==> src/isf_pkg.sv <==
package isf_pkg;
	// ****************************************************
	// Register indices; byte address is four times these
	// ****************************************************
	localparam logic [7:0] IDX_CTRL = 8'h5F;
	localparam logic [7:0] IDX_SR1 = 8'h5E;
	localparam logic [7:0] IDX_SR2 = 8'h5D;
	localparam logic [7:0] IDX_BUF = 8'h59;
	localparam logic [7:0] RST_BYTE = 8'h00;
	// ****************************************************
	// Field positions
	// ****************************************************
	localparam int B_EVF = 7;
	localparam int B_HDR = 6;
	localparam int B_DIR = 5;
	localparam int B_BUSY = 4;
	localparam int B_BTF = 3;
	localparam int B_ADDRESS_MATCH_FLAG = 2;
	localparam int B_MST = 1;
	localparam int B_SB = 0;
	localparam int B_AF = 4;
	localparam int B_STOP_SEEN_FLAG = 3;
	localparam int B_ARBITRATION_LOST_FLAG = 2;
	localparam int B_BUS_ERROR_FLAG = 1;
	localparam int B_GENERAL_CALL_FLAG = 0;
	localparam int B_PE = 5;
	localparam int B_GENERAL_CALL_ENABLE = 4;
	localparam int B_START = 3;
	localparam int B_ACK = 2;
	localparam int B_STOP = 1;
	localparam int B_ITE = 0;
	localparam logic [7:0] CTRL_MASK = 8'h3F;

	// Event pulses and levels from the bus engine, same clock
	typedef struct packed {
		logic start_done;
		logic hdr_sent;
		logic addr_sent;
		logic tx_acked;
		logic rx_done;
		logic rx_ack_sent;
		logic ack_fail;
		logic arb_lost;
		logic addr_match;
		logic gc_seen;
		logic byte_active;
		logic [7:0] rx_data;
	} isf_evt_s;

	// Whole state of the block
	typedef struct packed {
		logic [7:0] ctrl;
		logic [7:0] dbyte;
		logic summary_event_flag, hdr, dir, busy, byte_done_flag, address_match_flag, mst, sb, addr_pend;
		logic af, stop_seen_flag, arbitration_lost_flag, bus_error_flag, general_call_flag, acked, rd1, rd2;
		logic scl_s1, scl_s2, sda_s1, sda_s2, sda_p;
		logic [31:0] prdata;
		logic pready, pslverr, irq, hold, tx_load;
	} isf_st_s;
endpackage

==> src/isf_status.sv <==
`timescale 1ns/1ps
// How it works
// - Summary flag set by any flagged event but general call
// - Summary clears with its underlying event flags
// - Header flag cleared by second-status read, buffer write
// - Direction shows transmit or receive with byte-done
// - Direction cleared on stop, arbitration loss, disable
// - Busy follows bus start and stop, always
// - Byte-done cleared by first-status read, buffer access
// - Transmit byte-done after ack; address via address event
// - Receive byte-done after ack pulse sent; at receive end when ack is off
// - Clock held low while byte-done set and no error flag stands
// - Address match in slave mode, holds clock
// - Master flag on start request; cleared stop/loss/disable
// - Start flag cleared by first-status read, buffer write
// - Ack failure cleared by second-status read
// - Slave stop after acknowledge sets stop flag when ack is on
// - Arbitration loss sets flag, drops to slave
// - Misplaced start or stop sets bus error
// - Error flags never stretch the clock
// - General call flag; cleared on stop, disable
// - Top three error-status bits read zero; reset zero
// - Disable clears all flags except busy
module isf_status
	import isf_pkg::*;
(
	input wire logic clk_sys_in,
	input wire logic rst_n_in,
	input wire logic psel_in,
	input wire logic penable_in,
	input wire logic pwrite_in,
	input wire logic [11:0] paddr_in,
	input wire logic [31:0] pwdata_in,
	output logic [31:0] prdata_out,
	output logic pready_out,
	output logic pslverr_out,
	input wire logic scl_in,
	input wire logic sda_in,
	input wire isf_evt_s evt_in,
	output logic scl_hold_out,
	output logic irq_out,
	output logic [7:0] ctrl_out,
	output logic [7:0] tx_byte_out,
	output logic tx_load_out
);
	isf_st_s s;
	isf_st_s next_s;
	logic start_det, stop_det, acc, rd_sr1, rd_sr2, wr_cr, dr_any, dr_wr;
	logic clr_btf, set_btf, ack_en;
	logic [3:0] hit;

	// ****************************************************
	// Decode helpers
	// ****************************************************
	// One-hot {buffer, control, status2, status1}; zero if unmapped
	function automatic logic [3:0] dec(input logic [11:0] a);
		logic [3:0] r;
		r = 4'h0;
		if (a[1:0] == 2'h0)
		begin
			r[0] = (a[9:2] == IDX_SR1) && (a[11:10] == 2'h0);
			r[1] = (a[9:2] == IDX_SR2) && (a[11:10] == 2'h0);
			r[2] = (a[9:2] == IDX_CTRL) && (a[11:10] == 2'h0);
			r[3] = (a[9:2] == IDX_BUF) && (a[11:10] == 2'h0);
		end
		return r;
	endfunction

	function automatic logic [7:0] sr1_val(input isf_st_s t);
		logic [7:0] v;
		v = RST_BYTE;
		v[B_EVF] = t.summary_event_flag;
		v[B_HDR] = t.hdr;
		v[B_DIR] = t.dir;
		v[B_BUSY] = t.busy;
		v[B_BTF] = t.byte_done_flag;
		v[B_ADDRESS_MATCH_FLAG] = t.address_match_flag;
		v[B_MST] = t.mst;
		v[B_SB] = t.sb;
		return v;
	endfunction

	// Bits 7:5 stay at the reset value, i.e. zero
	function automatic logic [7:0] sr2_val(input isf_st_s t);
		logic [7:0] v;
		v = RST_BYTE;
		v[B_AF] = t.af;
		v[B_STOP_SEEN_FLAG] = t.stop_seen_flag;
		v[B_ARBITRATION_LOST_FLAG] = t.arbitration_lost_flag;
		v[B_BUS_ERROR_FLAG] = t.bus_error_flag;
		v[B_GENERAL_CALL_FLAG] = t.general_call_flag;
		return v;
	endfunction

	// ****************************************************
	// Next state
	// ****************************************************
	always_comb
	begin
		next_s = s;
		// Two-flop synchronisers; edge detect compares the second stage with the delayed sda_p stage
		next_s.scl_s1 = scl_in;
		next_s.scl_s2 = s.scl_s1;
		next_s.sda_s1 = sda_in;
		next_s.sda_s2 = s.sda_s1;
		next_s.sda_p = s.sda_s2;
		start_det = s.scl_s2 && s.sda_p && !s.sda_s2;
		stop_det = s.scl_s2 && !s.sda_p && s.sda_s2;

		// Access phase completes in the cycle pready is high
		acc = psel_in && penable_in && s.pready;
		hit = dec(paddr_in) & {4{acc}};
		rd_sr1 = hit[0] && !pwrite_in;
		rd_sr2 = hit[1] && !pwrite_in;
		wr_cr = hit[2] && pwrite_in;
		dr_any = hit[3];
		dr_wr = hit[3] && pwrite_in;
		ack_en = s.ctrl[B_ACK];

		// Remember a status read until the access that completes it
		next_s.rd1 = rd_sr1 || (s.rd1 && !(dr_any || wr_cr));
		next_s.rd2 = rd_sr2 || (s.rd2 && !dr_wr);
		clr_btf = s.rd1 && dr_any;

		// Byte done; set wins over a clear in the same cycle
		set_btf = evt_in.tx_acked || (evt_in.rx_ack_sent && ack_en)
			|| (evt_in.rx_done && !ack_en);
		next_s.byte_done_flag = set_btf || (s.byte_done_flag && !clr_btf);
		if (evt_in.tx_acked)
			next_s.dir = 1'b1;
		else if (set_btf)
			next_s.dir = 1'b0;
		else if (clr_btf || stop_det || evt_in.arb_lost)
			next_s.dir = 1'b0;

		// Busy is never gated by the enable
		next_s.busy = start_det || (s.busy && !stop_det);

		next_s.address_match_flag = (evt_in.addr_match && !s.mst) || (s.address_match_flag && !rd_sr1);
		// Loss or stop wins over a start request still pending in control
		next_s.mst = ((s.ctrl[B_START] && !s.busy) || s.mst)
			&& !(stop_det || evt_in.arb_lost);
		next_s.sb = evt_in.start_done || (s.sb && !(s.rd1 && dr_wr));
		next_s.hdr = evt_in.hdr_sent || (s.hdr && !(s.rd2 && dr_wr));
		// Address phase event; the address byte itself never sets byte done
		next_s.addr_pend = evt_in.addr_sent || (s.addr_pend && !(s.rd1 && wr_cr));

		// Error flags, each but general call cleared by reading the second status register
		next_s.af = evt_in.ack_fail || (s.af && !rd_sr2);
		next_s.stop_seen_flag = (stop_det && !s.mst && ack_en && s.acked)
			|| (s.stop_seen_flag && !rd_sr2);
		next_s.arbitration_lost_flag = evt_in.arb_lost || (s.arbitration_lost_flag && !rd_sr2);
		next_s.bus_error_flag = ((start_det || stop_det) && evt_in.byte_active)
			|| (s.bus_error_flag && !rd_sr2);
		next_s.general_call_flag = (evt_in.gc_seen && s.ctrl[B_GENERAL_CALL_ENABLE]) || (s.general_call_flag && !stop_det);
		// An acknowledge since the last start or stop qualifies the stop flag
		next_s.acked = evt_in.rx_ack_sent || evt_in.tx_acked
			|| (s.acked && !(start_det || stop_det));

		// Control: while disabled only enable and stop take a write
		if (wr_cr && s.ctrl[B_PE])
			next_s.ctrl = pwdata_in[7:0] & CTRL_MASK;
		else if (wr_cr)
		begin
			next_s.ctrl[B_PE] = pwdata_in[B_PE];
			next_s.ctrl[B_STOP] = pwdata_in[B_STOP];
		end
		else if (evt_in.start_done)
			next_s.ctrl[B_START] = 1'b0;

		// Byte buffer: software write or received byte
		if (dr_wr)
			next_s.dbyte = pwdata_in[7:0];
		else if (evt_in.rx_done)
			next_s.dbyte = evt_in.rx_data;
		next_s.tx_load = dr_wr;

		// Disabled: all flags but busy, and control but the stop bit, are cleared
		if (!next_s.ctrl[B_PE])
		begin
			next_s.ctrl = next_s.ctrl & (8'h01 << B_STOP);
			{next_s.hdr, next_s.dir, next_s.byte_done_flag, next_s.address_match_flag} = 4'h0;
			{next_s.mst, next_s.sb, next_s.addr_pend} = 3'h0;
			{next_s.af, next_s.stop_seen_flag, next_s.arbitration_lost_flag} = 3'h0;
			{next_s.bus_error_flag, next_s.general_call_flag} = 2'h0;
		end

		// Summary is rebuilt from the flags, so each clear path clears it
		next_s.summary_event_flag = next_s.byte_done_flag || next_s.address_match_flag || next_s.sb || next_s.hdr
			|| next_s.addr_pend || next_s.af || next_s.stop_seen_flag
			|| next_s.arbitration_lost_flag || next_s.bus_error_flag;
		// Clock stretch on service events, never while an error stands
		next_s.hold = (next_s.byte_done_flag || next_s.address_match_flag || next_s.sb || next_s.hdr
			|| next_s.addr_pend) && !(next_s.af || next_s.stop_seen_flag
			|| next_s.arbitration_lost_flag || next_s.bus_error_flag);
		next_s.irq = next_s.summary_event_flag && next_s.ctrl[B_ITE];

		// Read data is captured in the setup cycle, zero wait states
		next_s.pready = psel_in && !penable_in;
		// Error stands only with ready, one cycle
		next_s.pslverr = psel_in && !penable_in && (dec(paddr_in) == 4'h0);
		if (psel_in && !penable_in)
		begin
			unique case (dec(paddr_in))
				4'h1: next_s.prdata = {24'h0, sr1_val(s)};
				4'h2: next_s.prdata = {24'h0, sr2_val(s)};
				4'h4: next_s.prdata = {24'h0, s.ctrl};
				4'h8: next_s.prdata = {24'h0, s.dbyte};
				default: next_s.prdata = 32'h0;
			endcase
		end
	end

	// ****************************************************
	// State register
	// ****************************************************
	always_ff @(posedge clk_sys_in or negedge rst_n_in)
	begin
		// Line stages reset to the idle high level so no false edge follows reset
		if (!rst_n_in)
		begin
			s <= '0;
			s.scl_s1 <= 1'b1;
			s.scl_s2 <= 1'b1;
			s.sda_s1 <= 1'b1;
			s.sda_s2 <= 1'b1;
			s.sda_p <= 1'b1;
		end
		else
			s <= next_s;
	end

	// Outputs straight from the state flops
	assign prdata_out = s.prdata;
	assign pready_out = s.pready;
	assign pslverr_out = s.pslverr;
	assign scl_hold_out = s.hold;
	assign irq_out = s.irq;
	assign ctrl_out = s.ctrl;
	assign tx_byte_out = s.dbyte;
	assign tx_load_out = s.tx_load;
endmodule

==> config.mk <==
export PLATFORM = sky130hd
export DESIGN_NAME = isf_status
export DESIGN_NICKNAME = d
export VERILOG_FILES = /design/src/isf_pkg.sv /design/src/isf_status.sv
export SDC_FILE = /design/constraint.sdc
export NUM_CORES = 1
export LEC_CHECK = 0
export BUFFER_PORTS_ARGS = -buffer_cell sky130_fd_sc_hd__buf_2
export CAP_MARGIN = 20
export CORE_MARGIN = 1.5
export CORE_UTILIZATION = 43
export CTS_CLUSTER_SIZE = 28
export DETAILED_ROUTE_END_ITERATION = 10
export GPL_ROUTABILITY_DRIVEN = 0
export PLACE_DENSITY = 0.82
export REMOVE_ABC_BUFFERS = 1
export SYNTH_ARGS = -nofsm -noshare
export SYNTH_HDL_FRONTEND = slang
export SYNTH_SLANG_ARGS = --single-unit
==> constraint.sdc <==
create_clock -name clk_sys_in -period 2.05 [get_ports clk_sys_in]
set_input_delay 0.41 -clock clk_sys_in [delete_from_list [all_inputs] [get_ports clk_sys_in]]
set_output_delay 0.41 -clock clk_sys_in [all_outputs]
set_load 0.005 [all_outputs]
# Yosys cells after proc, flatten, opt, wreduce, memory -nomap -nowiden
# Index checks and enable logic that the tools add are counted.
# word_totals
reg_bits,75
out_inout_bits,53
word_cells,172
# op_classes
eq_ne,12
n_mux,22
bitwise,1
reduce_logical,105
# ops
operator,n
1-bit logical AND,47
1-bit logical OR,34
8-bit by 7-bit equality test with 1-bit output (second input constant),4
8-bit case mux with 4 select lines,1
8-bit two-way mux,3
1-bit zero test,19
1-bit two-way mux,13
10-bit two-way mux,1
4-bit two-way mux,2
3-bit inequality test (second input constant),2
4-bit bitwise AND,1
4-bit by 1-bit equality test with 1-bit output (second input constant),1
4-bit by 2-bit equality test with 1-bit output (second input constant),1
4-bit by 3-bit equality test with 1-bit output (second input constant),1
4-bit equality test (second input constant),1
2-bit zero test,2
4-bit zero test,1
2-bit two-way mux,2
4-bit inequality test (second input constant),1
2-bit inequality test (second input constant),1
2-bit AND reduction,1
2-bit nonzero test,1

# Longest topological paths before layout
# logic_depth
depth_word,19
ltp_mapped,7
mapped_depth_nobuf,5

# Least setup slack after synthesis
# Ideal clock, no wire load.
# synth_timing
path_kind,input to register
start,input port paddr_in[11]
end,register s (netlist bit scl_hold_out)
setup_time_ns,0.133
arrival_time_ns,2.129
required_ns,1.917
slack_ns,-0.212
stages,6
n_path_buf,1
cell_sequence,or4_4 buf_6 or4_1 a21oi_1 nor4b_4 a211oi_1
# synth_lines
element,line,text
"start, declared",isf_status.sv:32,"input wire logic [11:0] paddr_in,"
"end signal, assigned",isf_status.sv:230,s <= next_s;
"end, declared",isf_status.sv:46,isf_st_s s;

==> impl_results.md <==
* Outcome: complete, but fails checks
* Violated checks: setup timing
* CTS H-tree depth at 2
* Diodes inserted at 0
* First-pass GRT wire length at 11.3 mm
* Vias in the first global route at 2331
* Final wirelength at 6.95 mm
* #FFs+latches synth at 49
* CTS tree: done
* Max-capacitance violation count at 0
* Worst vdd ir at 0.357 mV
* Most frequent cells in the layout: 71 x buf_2, 44 x dfrtp_1, 34 x nand2_1
* Die ar. at 6970 um^2
* DR vias/cell at 5.33
* Rel. slew slack at 61.8%
* Worst-path clk slew at 0.09 ns
* GR Overflow Total at 0
* Layout cells sized above 1 at 37.4%
* Hold Fails Final Rpt at 0
* Max-slew violations at 0
* Post-layout net count at 441
* Antenna Nets Post-Route at 0
* Initial Util at 44.1%
* Clock Path Buffers at 2
* Leak Pwr at 1.70 nW
* WS Path Type: primary input to flop
* Comb pwr share at 13.5%
* Critical path launch point type: primary input
* Commonest non-fill, non-tap cell in the layout: buf_2
* Clk pwr share at 31.2%
* Clock latency at the later pin of the worst-skew pair at 0.31 ns
* Area after DPL at 3170 um^2
* Final instance area at 3380 um^2
* Worst slew pin tran at 0.572 ns
* Sequential area share after synthesis at 44.2%
* Synth Area per Inst at 9.51 um^2
* Vias at 2391
* # setup viols final at 2
* Reg power frac at 55.4%
* Worst Skew at 0.00699 ns
* CP Capture Type: flop
* Worst reg2reg setup slack at 0.13 ns
* Fraction of registers with async set or reset after synthesis at 100%
* CP arrival at 2.24 ns
* Die Y at 83.5 um
* R2r endpoint: scl_hold_out$_DFF_PN0_
* 1st-iter DRT viols at 209
* Post-layout worst setup margin at -0.00871 ns
* Setup TNS at -0.0137 ns
* # rows at 29
* WL/cell at 15.5 um
* Post-synth EDFFs at 0
* RSZ-0062 raised after global routing: true
* Net switching power at 495 uW
* Die Width at 83.5 um
* Hold Slack at 0.0896 ns
* Sw Ratio at 26.9%
* Clock sink count at 49
* Largest net degree at the start of global routing at 26
* Initial antenna violation count at 0
* PwrDens at 544 nW/um^2
* All-layer global routing usage at 20.3%
* Input/output buffers at 72
* Critical path origin: paddr_in[11]
* WP data required at 2.23 ns
* Cell area after synthesis at 2790 um^2
* P_int at 1.35 mW
* CP max FO at 4
* Fmax at 486 MHz
* Total CTS buffers at 5
* Syn Inst Count at 293
* FF-to-FF path depth at 5
* DR pass1 iterations at 4
* Area grow syn2layout at 21.5%
* Post-synth top flop: dfrtp_1
* Min Clock Period, post-route at 2.06 ns
* Hold/Removal Path Class: primary input to async pin
* Period utilization at 100%
* DP HPWL at 5.27 mm
* Reg2reg start: s[43]$_DFF_PN0_
* Top cell type's share of synthesized area at 39.5%
* Core Footprint at 6310 um^2
* Cell variety after synth at 46
* Top post-synthesis cells by area: dfrtp_1 40%, buf_4 13%, mux2i_1 5.0%, dfstp_2 4.7%, nand2_1 4.6%
* Synth area leader: dfrtp_1
* Root buf cell: clkbuf_8
* DR DRC count at 0
* Hold_buf cts at 0
* I/O pin cnt at 123
* CP Capture Point: scl_hold_out$_DFF_PN0_
* Ys Warns at 0
==> worst max-delay path, cell delays in order <==
cell and delay (ns):
buf_6 0.09, or4_4 0.57, or4_4 0.58, a21oi_4 0.15, nor4b_4 0.32, a211oi_2 0.12
==> cell usage after synthesis, types with 2 or more instances <==
cell type and number:
and3_1 5, o31ai_1 3, a221oi_1 2, mux2i_1 14, or4bb_1 3, nor3_1 3, nor4_1 5, nand4_1 6
nand4b_1 2, and2b_1 2, or4_1 2, nand3_1 7, nor2_1 15, a31oi_1 2, o21ai_0 24, a211o_1 2
nand2b_1 3, a22oi_1 6, or3_1 2, clkbuf_1 8, a21oi_1 12, buf_4 49, nand2_1 34, or4_4 2
dfstp_2 5, inv_1 8, nor2b_1 5, dfrtp_1 44
==> what timing repair did <==
item	CTS	global route
endpoints found under the setup margin	6	4
gates resized for setup	11	5
pin swaps	8	7
buffers inserted	3	1
==> worst min path at each step <==
stage | start | to | cells after the start
final | rst_n_in | tx_byte_out[0]$_DFFE_PN0P_ | 1
after global routing | rst_n_in | ctrl_out[1]$_DFFE_PN0P_ | 1
after CTS | rst_n_in | ctrl_out[1]$_DFFE_PN0P_ | 1
after detailed placement | next_s[40]$_DFF_PN1_ | s[40]$_DFF_PN1_ | 0
after global placement | next_s[40]$_DFF_PN1_ | s[40]$_DFF_PN1_ | 0
after floorplan | rst_n_in | ctrl_out[0]$_DFF_PN0_ | 0
==> logic make-up (layout without fill, tap and decap cells) <==
group	after synthesis	in the layout	share of synthesized area, %
compound gates	57	57	12.4
other cells	1	26	0.135
simple gates	102	102	21.4
mux	15	15	5.43
buf+inv	68	122	16.0
flops	49	49	44.2
xor+xnor	1	1	0.314
==> registers in the layout (all words and copies together), names as in the netlist, 3 cells and up <==
name	flops
s	19
prdata_out	8
tx_byte_out	8
ctrl_out	6
next_s	3
==> layout make-up <==
type	count	area [um^2]
clock buffers	5	68.8
clock inverters	3	21.3
fillers	552	2930
inverters	9	33.8
multi-input cells	201	1290
flip-flops and latches	49	1230
well taps	77	96.3
repair buffers	105	643
==> stage by stage <==
step | cells | setup WS [ns] | util [%] | power, mW
2_1_floorplan | 259 | -0.187 | - | 1.12
3_3_place_gp | 437 | -0.439 | 50.2 | 1.27
3_5_place_dp | 437 | -0.486 | 50.2 | 1.27
4_1_cts | 448 | 0.0175 | 53.0 | 1.85
5_1_grt | 449 | -0.0542 | 53.6 | 1.92
6_report | 449 | -0.00871 | 53.6 | 1.84
==> power groups by stage <==
stage	Combinational [mW]	Sequential (mW)	Clock [mW]
CTS	0.242	1.02	0.586
finish	0.248	1.02	0.574
global placement	0.228	1.04	0
detailed placement	0.234	1.04	0
floorplan	0.0821	1.03	0
global route	0.273	1.02	0.627
==> routing by layer <==
layer	global-route usage (%)	up-vias	wire length, um
met2	34.4	115	3490
met3	4.06	16	496
met5	0	-	0
li1	-	1108	-
met4	8.64	0	191
met1	25.3	1152	2780
(Power assumes the default switching activity.)
